## src/shared/lcp_defs.vh

```
// Constants for the display clock and ladder power controller.
// Assumes a single 25 MHz clock domain and a plain register port.
`ifndef LCP_DEFS_VH
`define LCP_DEFS_VH

`define LCP_ADDR_W          4
`define LCP_OFF_CLKCFG      4'h0
`define LCP_OFF_BIASCFG     4'h1
`define LCP_OFF_LADDER      4'h2
`define LCP_OFF_STATUS      4'h3

`define LCP_SRC_SYSDIV      2'h0
`define LCP_SRC_CRYSTAL     2'h1
`define LCP_SRC_LFOSC       2'h2

`define LCP_CLK_SRC_LSB     0
`define LCP_CLK_PRE_LSB     2
`define LCP_CLK_XEN_BIT     6
`define LCP_CLK_ACT_BIT     7

`define LCP_BIAS_HALF_BIT   0
`define LCP_BIAS_STATIC_BIT 1
`define LCP_BIAS_LADEN_BIT  2

`define LCP_LAD_A_LSB       6
`define LCP_LAD_B_LSB       4
`define LCP_LAD_T_LSB       0
`define LCP_LAD_WMASK       8'hF7

`define LCP_PWR_OFF         2'h0
`define LCP_PWR_LOW         2'h1
`define LCP_PWR_MED         2'h2
`define LCP_PWR_HIGH        2'h3

`define LCP_RST_CLKCFG      8'h00
`define LCP_RST_BIASCFG     8'h00
`define LCP_RST_LADDER      8'h00

`define LCP_SYSDIV_RATIO    256
`define LCP_SYSDIV_W        8
`define LCP_BASE_DIV        32
`define LCP_BASE_W          5

`endif

```

## src/rtl/lcp_tick_div.v

```verilog
// Free-running tick divider: one-cycle tick every RATIO enabled input ticks.
// Assumes the ratio is fixed at build time and not software visible.
`timescale 1ns/1ns
module lcp_tick_div #(
    parameter W     = 8,
    parameter RATIO = 256
) (
    input  wire         clk,
    input  wire         rst,
    input  wire         ce,
    input  wire         in_tick,
    output reg          out_tick,
    output wire [W-1:0] phase
);
    localparam integer LAST_I = RATIO - 1;
    localparam [W-1:0] LAST   = LAST_I[W-1:0];
    reg [W-1:0] cnt_r;
    assign phase = cnt_r;
    always @(posedge clk) begin
        if (rst) begin
            cnt_r    <= {W{1'b0}};
            out_tick <= 1'b0;
        end else if (ce) begin
            out_tick <= 1'b0;
            if (in_tick) begin
                if (cnt_r == LAST) begin
                    cnt_r    <= {W{1'b0}};
                    out_tick <= 1'b1;
                end else begin
                    cnt_r <= cnt_r + 1'b1;
                end
            end
        end
    end
endmodule

```

## src/rtl/lcp_prescaler.v

```verilog
// Frame prescaler: divides source ticks by select+1, 1:1 through 1:16.
// The count is internal only; software sees just the ratio setting.
`timescale 1ns/1ns
module lcp_prescaler (
    input  wire       clk,
    input  wire       rst,
    input  wire       ce,
    input  wire       in_tick,
    input  wire [3:0] ratio_sel,
    output reg        out_tick
);
    reg [3:0] cnt_r;
    always @(posedge clk) begin
        if (rst) begin
            cnt_r    <= 4'h0;
            out_tick <= 1'b0;
        end else if (ce) begin
            out_tick <= 1'b0;
            if (in_tick) begin
                if (cnt_r >= ratio_sel) begin
                    cnt_r    <= 4'h0;
                    out_tick <= 1'b1;
                end else begin
                    cnt_r <= cnt_r + 4'h1;
                end
            end
        end
    end
endmodule

```

## src/rtl/lcp_top.v

```verilog
// Top of the display clock and reference ladder power controller.
// Assumes oscillator ticks arrive as one-cycle pulses synchronous to clk.
`timescale 1ns/1ns
`include "lcp_defs.vh"
module lcp_top (
    input  wire       clk,
    input  wire       rst,
    input  wire       ce,
    input  wire       core_sleep,
    input  wire       crystal_osc_tick,
    input  wire       low_freq_osc_tick,
    input  wire       seg_transition,
    input  wire [3:0] addr,
    input  wire [7:0] wdata,
    input  wire       wr,
    input  wire       rd,
    output reg  [7:0] rdata,
    output reg        frame_tick,
    output reg        crystal_osc_enable,
    output reg  [1:0] ladder_power,
    output reg        ladder_connect,
    output reg        ladder_mid_short,
    output reg        bias_static,
    output reg        display_active
);
    reg  [7:0] clkcfg_r;
    reg  [7:0] biascfg_r;
    reg  [7:0] ladder_r;
    reg        in_a_r;
    reg  [2:0] a_cnt_r;
    reg        src_tick;
    wire       sysdiv_tick;
    wire       pre_tick;
    wire       base_tick;
    wire       base_wrap;
    reg  [1:0] power_nxt;
    reg  [7:0] rdata_nxt;
    reg        a_state_nxt;
    reg  [2:0] a_cnt_nxt;

    wire [1:0] src_sel  = clkcfg_r[`LCP_CLK_SRC_LSB +: 2];
    wire [3:0] pre_sel  = clkcfg_r[`LCP_CLK_PRE_LSB +: 4];
    wire       act_bit  = clkcfg_r[`LCP_CLK_ACT_BIT];
    wire [1:0] mode_a   = ladder_r[`LCP_LAD_A_LSB +: 2];
    wire [1:0] mode_b   = ladder_r[`LCP_LAD_B_LSB +: 2];
    wire [2:0] a_len    = ladder_r[`LCP_LAD_T_LSB +: 3];
    wire       half_bias   = biascfg_r[`LCP_BIAS_HALF_BIT];
    wire       static_bias = biascfg_r[`LCP_BIAS_STATIC_BIT];
    wire       ladder_en   = biascfg_r[`LCP_BIAS_LADEN_BIT];
    // The system clock source stops in sleep; oscillator sources do not.
    wire       sys_run  = ~core_sleep;

    // Fixed 256 divider, no register reaches its ratio.
    lcp_tick_div #(
        .W     (`LCP_SYSDIV_W),
        .RATIO (`LCP_SYSDIV_RATIO)
    ) u_sysdiv (
        .clk      (clk),
        .rst      (rst),
        .ce       (ce),
        .in_tick  (sys_run),
        .out_tick (sysdiv_tick),
        .phase    ()
    );

    always @* begin
        case (src_sel)
            `LCP_SRC_SYSDIV:  src_tick = sysdiv_tick;
            `LCP_SRC_CRYSTAL: src_tick = crystal_osc_tick & crystal_osc_enable;
            `LCP_SRC_LFOSC:   src_tick = low_freq_osc_tick;
            default:          src_tick = 1'b0;
        endcase
    end

    lcp_prescaler u_pre (
        .clk       (clk),
        .rst       (rst),
        .ce        (ce),
        .in_tick   (src_tick & act_bit),
        .ratio_sel (pre_sel),
        .out_tick  (pre_tick)
    );

    // Base-rate divider of the 32 kHz clock; base_wrap drives nothing, and the A interval counts undivided base_tick.
    lcp_tick_div #(
        .W     (`LCP_BASE_W),
        .RATIO (`LCP_BASE_DIV)
    ) u_base (
        .clk      (clk),
        .rst      (rst),
        .ce       (ce),
        .in_tick  (crystal_osc_tick | low_freq_osc_tick),
        .out_tick (base_wrap),
        .phase    ()
    );
    assign base_tick = crystal_osc_tick | low_freq_osc_tick;

    // Write strobes, one per register; ce low freezes every register.
    wire       wr_clkcfg  = ce && wr && (addr == `LCP_OFF_CLKCFG);
    wire       wr_biascfg = ce && wr && (addr == `LCP_OFF_BIASCFG);
    wire       wr_ladder  = ce && wr && (addr == `LCP_OFF_LADDER);
    localparam [7:0] LAD_WMASK = `LCP_LAD_WMASK;

    always @(posedge clk) begin
        if (rst) begin
            clkcfg_r <= `LCP_RST_CLKCFG;
        end else if (wr_clkcfg) begin
            clkcfg_r <= wdata;
        end
    end

    always @(posedge clk) begin
        if (rst) begin
            biascfg_r <= `LCP_RST_BIASCFG;
        end else if (wr_biascfg) begin
            biascfg_r <= {5'h00, wdata[2:0]};
        end
    end

    // Bit 3 has no storage, so it can never read back as one.
    always @(posedge clk) begin
        if (rst) begin
            ladder_r <= `LCP_RST_LADDER;
        end else if (wr_ladder) begin
            ladder_r <= wdata & LAD_WMASK;
        end
    end

    // Status shows the live interval state so software can see A and B.
    wire [7:0] status_word = {4'h0, in_a_r, display_active, ladder_power};

    // Only the prescale ratio field is visible; the count never is.
    always @* begin
        rdata_nxt = 8'h00;
        if (rd) begin
            case (addr)
                `LCP_OFF_CLKCFG:  rdata_nxt = clkcfg_r;
                `LCP_OFF_BIASCFG: rdata_nxt = biascfg_r;
                `LCP_OFF_LADDER:  rdata_nxt = ladder_r;
                `LCP_OFF_STATUS:  rdata_nxt = status_word;
                default:          rdata_nxt = 8'h00;
            endcase
        end
    end

    // Read data stand one cycle only and are zero otherwise.
    always @(posedge clk) begin
        if (rst) begin
            rdata <= 8'h00;
        end else if (ce) begin
            rdata <= rdata_nxt;
        end
    end

    // Interval A state: restarted by each transition unless the A length is zero, counts 32 kHz ticks.
    // A transition inside A restarts the count, so A is never cut short.
    localparam [0:0] ST_MODE_B = 1'b0;
    localparam [0:0] ST_MODE_A = 1'b1;

    always @* begin
        a_state_nxt = in_a_r;
        a_cnt_nxt   = a_cnt_r;
        case (in_a_r)
            ST_MODE_B: begin
                a_state_nxt = ST_MODE_B;
            end
            ST_MODE_A: begin
                if (base_tick) begin
                    if (a_cnt_r + 3'h1 >= a_len) begin
                        a_state_nxt = ST_MODE_B;
                    end else begin
                        a_cnt_nxt = a_cnt_r + 3'h1;
                    end
                end
            end
            default: begin
                a_state_nxt = ST_MODE_B;
            end
        endcase
        if (seg_transition) begin
            a_state_nxt = (a_len != 3'h0) ? ST_MODE_A : ST_MODE_B;
            a_cnt_nxt   = 3'h0;
        end
    end

    always @(posedge clk) begin
        if (rst) begin
            in_a_r  <= ST_MODE_B;
            a_cnt_r <= 3'h0;
        end else if (ce) begin
            in_a_r  <= a_state_nxt;
            a_cnt_r <= a_cnt_nxt;
        end
    end

    // The ladder is off unless the display runs and the internal ladder is on.
    always @* begin
        case ({act_bit, ladder_en})
            2'b11: begin
                power_nxt = in_a_r ? mode_a : mode_b;
            end
            default: begin
                power_nxt = `LCP_PWR_OFF;
            end
        endcase
    end

    // Outputs, each from a flip-flop.
    always @(posedge clk) begin
        if (rst) begin
            frame_tick <= 1'b0;
        end else if (ce) begin
            frame_tick <= pre_tick;
        end
    end

    always @(posedge clk) begin
        if (rst) begin
            crystal_osc_enable <= 1'b0;
        end else if (ce) begin
            crystal_osc_enable <= clkcfg_r[`LCP_CLK_XEN_BIT];
        end
    end

    always @(posedge clk) begin
        if (rst) begin
            ladder_power <= `LCP_PWR_OFF;
        end else if (ce) begin
            ladder_power <= power_nxt;
        end
    end

    // Connect follows the same next value, so it never lags the power mode.
    always @(posedge clk) begin
        if (rst) begin
            ladder_connect <= 1'b0;
        end else if (ce) begin
            ladder_connect <= (power_nxt != `LCP_PWR_OFF);
        end
    end

    always @(posedge clk) begin
        if (rst) begin
            ladder_mid_short <= 1'b0;
        end else if (ce) begin
            ladder_mid_short <= half_bias;
        end
    end

    always @(posedge clk) begin
        if (rst) begin
            bias_static <= 1'b0;
        end else if (ce) begin
            bias_static <= static_bias;
        end
    end

    always @(posedge clk) begin
        if (rst) begin
            display_active <= 1'b0;
        end else if (ce) begin
            display_active <= act_bit;
        end
    end
endmodule

```

## config.mk

```make
export PLATFORM = sky130hd
export DESIGN_NAME = lcp_top
export DESIGN_NICKNAME = d
export VERILOG_FILES = /design/src/rtl/lcp_tick_div.v /design/src/rtl/lcp_prescaler.v /design/src/rtl/lcp_top.v
export VERILOG_INCLUDE_DIRS = /design/src /design/src/shared
export SDC_FILE = /design/constraint.sdc
export NUM_CORES = 1
export LEC_CHECK = 0
export BUFFER_PORTS_ARGS = -buffer_cell sky130_fd_sc_hd__clkbuf_2
export CORE_UTILIZATION = 60
export DETAILED_ROUTE_END_ITERATION = 6
export HOLD_SLACK_MARGIN = 0.08
export PLACE_DENSITY = 0.82
export SLEW_MARGIN = 5
export SYNTH_ARGS = -nofsm -noshare
export SYNTH_HDL_FRONTEND = slang
export SYNTH_HIERARCHICAL = 1
export SYNTH_SLANG_ARGS = --single-unit
```

## constraint.sdc

```tcl
create_clock -name clk -period 4.2 [get_ports clk]
set_input_delay 0 -clock clk [delete_from_list [all_inputs] [get_ports clk]]
set_output_delay 0 -clock clk [all_outputs]
set_load 0.1 [all_outputs]
```

==> results.ini <==
[detailed_routing]
via_per_inst=5.770
routedWlPerCell_um=14.98
via_count=2135
first_pass_iters=4
drtIter0Drc=121
drc=0
finalWirelength_mm=5.544
ant_nets=0

[synthesis]
synth_seq_cells=52
async_flop_share=0
synth.avg_cell_area_um2=9.129
synth_cell_type_count=43
yosysWarnings=6
ys_seq_area_frac=0.4117
synth_nets=308
synth-edff-count=0
syn_inst=277
netlist_area_mm2=0.002529
ys.flop_type=dfxtp_1

[floorplanning]
dieHeight_um=66.92
die_width_um=66.92
start_util=0.6276
die-area_mm2=0.004478
core-area_mm2=0.004029
pin_count=37
rows=23

[layout]
final-seq-area_mm2=0.001041
mostFrequentLayoutCells=dfxtp_1, clkbuf_2, nand2_1, mux2i_1, nor2_1
diodes=0
fin_cells=370
layout_commonest_cell=dfxtp_1
layout-drive-gt1-share=0.1594
fin_nets=350
multi_input_comb_area_mm2=0.001364
n_fill_cell=324
syn_to_final_growth_pct=14.40

[setup_path]
worstSetupPathType=flip-flop to flip-flop
crit_slowest_cell=dfxtp_1
critPathMaxStageDelay_ns=0.35
worstReg2RegStart=a_cnt_r[0]
crit_path_cell_trace=ha_1 -> xor2_1 -> ha_1 -> a21o_1 -> a31oi_1 -> nand3_1 -> mux2i_1
cp-start-kind=flip-flop
rrSetupSlack_ns=2.34
r2r-end=a_cnt_r[0]
cp_common_cell=ha_1
crit_fanout=4
reg2reg_depth=7
crit_required_ns=4.41
arrival_ns=2.07
crit_path_end_kind=flip-flop

[global_route]
grt_start_max_net_pins=48
gr-total-overflow=0
antenna_found_initial=0
grt-busiest-layer=met2
track_usage=0.2673
grtUsageMet3=0.07021
use_met2=0.4167
grt_use_met1=0.3571
grt_pass1_wl_mm=8.907
grt_pass1_vias=1929

[hold_path]
hp-class=input port to flip-flop
hold_start=addr[2]
hold_end=clkcfg_r[1]
hold_depth=4

[placement]
portBuffers=36
place_inst=351
place_ws_ns=2.123
hpwlAfterDp_mm=3.816
gp_congestion=0.7976

[sta]
fin_crit_ns=1.860
slew_headroom=0.4106
clock.fmax_ghz=0.5376
fin_ws_ns=2.340
finalHoldViolations=0
setup_tns_ns=0
worst_pin_slew_ns=0.8841
slew_viol_final=0
period_share=0.4429
skew_ns=0.007342
rsz0062_at_grt=no
setup_viol=0

[power_and_ir_drop]
power_density_mw_per_mm2=297.0
power.total_uw=859.2
vdd_ir_drop_max_mv=0.2779
leakagePower_nw=1.133

[clocking]
cts_tree=yes
cts.sinks=52
cts.path.max_buffers=2
h-tree-depth=2
cts_buffers=5
cts-root-buf=clkbuf_8
clkTransAtPathRegs_ns=0.10
clk_latency_ns=0.31

[run]
cap_violations=0

[status]
status=finished clean

## worst max-delay path, delay by kind of cell (launching register included)
| kind | cells | cell delay [ns] |
|---|---|---|
| fa+ha+maj | 2 | 0.51 |
| compound gates | 2 | 0.42 |
| flops | 1 | 0.35 |
| simple gates | 1 | 0.18 |
| mux | 1 | 0.15 |
| xor+xnor | 1 | 0.14 |
## what timing repair did
item	in CTS	in global routing
buffers inserted	0	0
gates resized for setup	0	0
hold endpoints to repair	26	0
hold buffers	11	0
## metrics by stage
| step | hold slack, ns | utilization | instance area, um2 |
|---|---|---|---|
| 5_1_grt | 0.1158 | 0.7180 | 2893 |
| 3_5_place_dp | 0.2595 | 0.6665 | 2685 |
| 6_report | 0.08891 | 0.7180 | 2893 |
| 4_1_cts | 0.08017 | 0.7180 | 2893 |
| 3_3_place_gp | 0.2533 | 0.6665 | 2685 |
| 2_1_floorplan | 0.06907 | - | 2529 |
## how the worst max path moves through the flow
| stage | start | end | slack, ns | cells past startpoint |
|---|---|---|---|---|
| 2_1_floorplan | crystal_osc_enable | u_pre/cnt_r[2] | 2.16 | 7 |
| 3_3_place_gp | ce | ladder_r[2] | 2.26 | 5 |
| 3_5_place_dp | ce | ladder_r[2] | 2.12 | 5 |
| 4_1_cts | a_cnt_r[0] | a_cnt_r[0] | 2.34 | 7 |
| 5_1_grt | a_cnt_r[0] | a_cnt_r[0] | 2.17 | 7 |
| 6_report | a_cnt_r[0] | a_cnt_r[0] | 2.34 | 7 |
## cell families (layout without fill, tap and decap cells)
logic type               count (synthesis)  after routing  synth area share
AO/OA/AOI/OAI                           57             57            0.1440
flip-flops                              52             52            0.4117
AND/OR/NAND/NOR                        103            103            0.2157
adder cells (fa/ha/maj)                 10             10           0.04948
multiplexers                            30             30            0.1197
buffers and inverters                   22             65           0.04898
XOR/XNOR                                 3              3           0.01039
## report_power, final
part           switching [mW]  leakage (nW)  internal, mW
Sequential            0.00263         0.419         0.495
Clock                   0.166        0.0434         0.134
Combinational          0.0361         0.670        0.0258
Total                   0.205          1.13         0.655
## area by class of cell
class	instances	area share
multi-input cells	203	0.4715
flip-flops and latches	52	0.3599
repair buffers	47	0.1003
clock buffers	6	0.02855
well taps	50	0.02163
inverters	10	0.01298
clock inverters	2	0.005190
## routing by layer
layer / routed length, um / vias to the layer above
met5: 0 / -
met4: 99 / 0
met3: 222 / 11
met2: 2592 / 51
met1: 2631 / 997
li1: - / 1076
## flip-flops by register name, summed over array words and instances (netlist names)
register	cells
u_sysdiv/phase	8
in_a_r	1
u_sysdiv/out_tick	1
frame_tick	1
ladder_power	2
clkcfg_r	8
ladder_connect	1
biascfg_r	3
crystal_osc_enable	1
ladder_mid_short	1
a_cnt_r	3
display_active	1
ladder_r	7
u_pre/out_tick	1
bias_static	1
u_pre/cnt_r	4
rdata	8
## synth_stat cells (3+ instances only)
cell type | number | share of area
o31ai_1 | 4 | 0.012
mux2i_1 | 28 | 0.11
buf_6 | 4 | 0.018
inv_1 | 10 | 0.015
nand3_1 | 14 | 0.028
o21ai_0 | 9 | 0.018
nand3b_1 | 3 | 0.0089
nor2_1 | 24 | 0.036
or3_1 | 7 | 0.017
nand2_1 | 28 | 0.042
xor2_1 | 3 | 0.010
buf_2 | 3 | 0.0059
a22o_1 | 3 | 0.010
a31oi_1 | 4 | 0.0099
nand4_1 | 6 | 0.015
nand2b_1 | 7 | 0.017
a21oi_1 | 22 | 0.044
ha_1 | 10 | 0.049
o22ai_1 | 4 | 0.0099
dfxtp_1 | 52 | 0.41
Power figures use the tool's default switching activity.
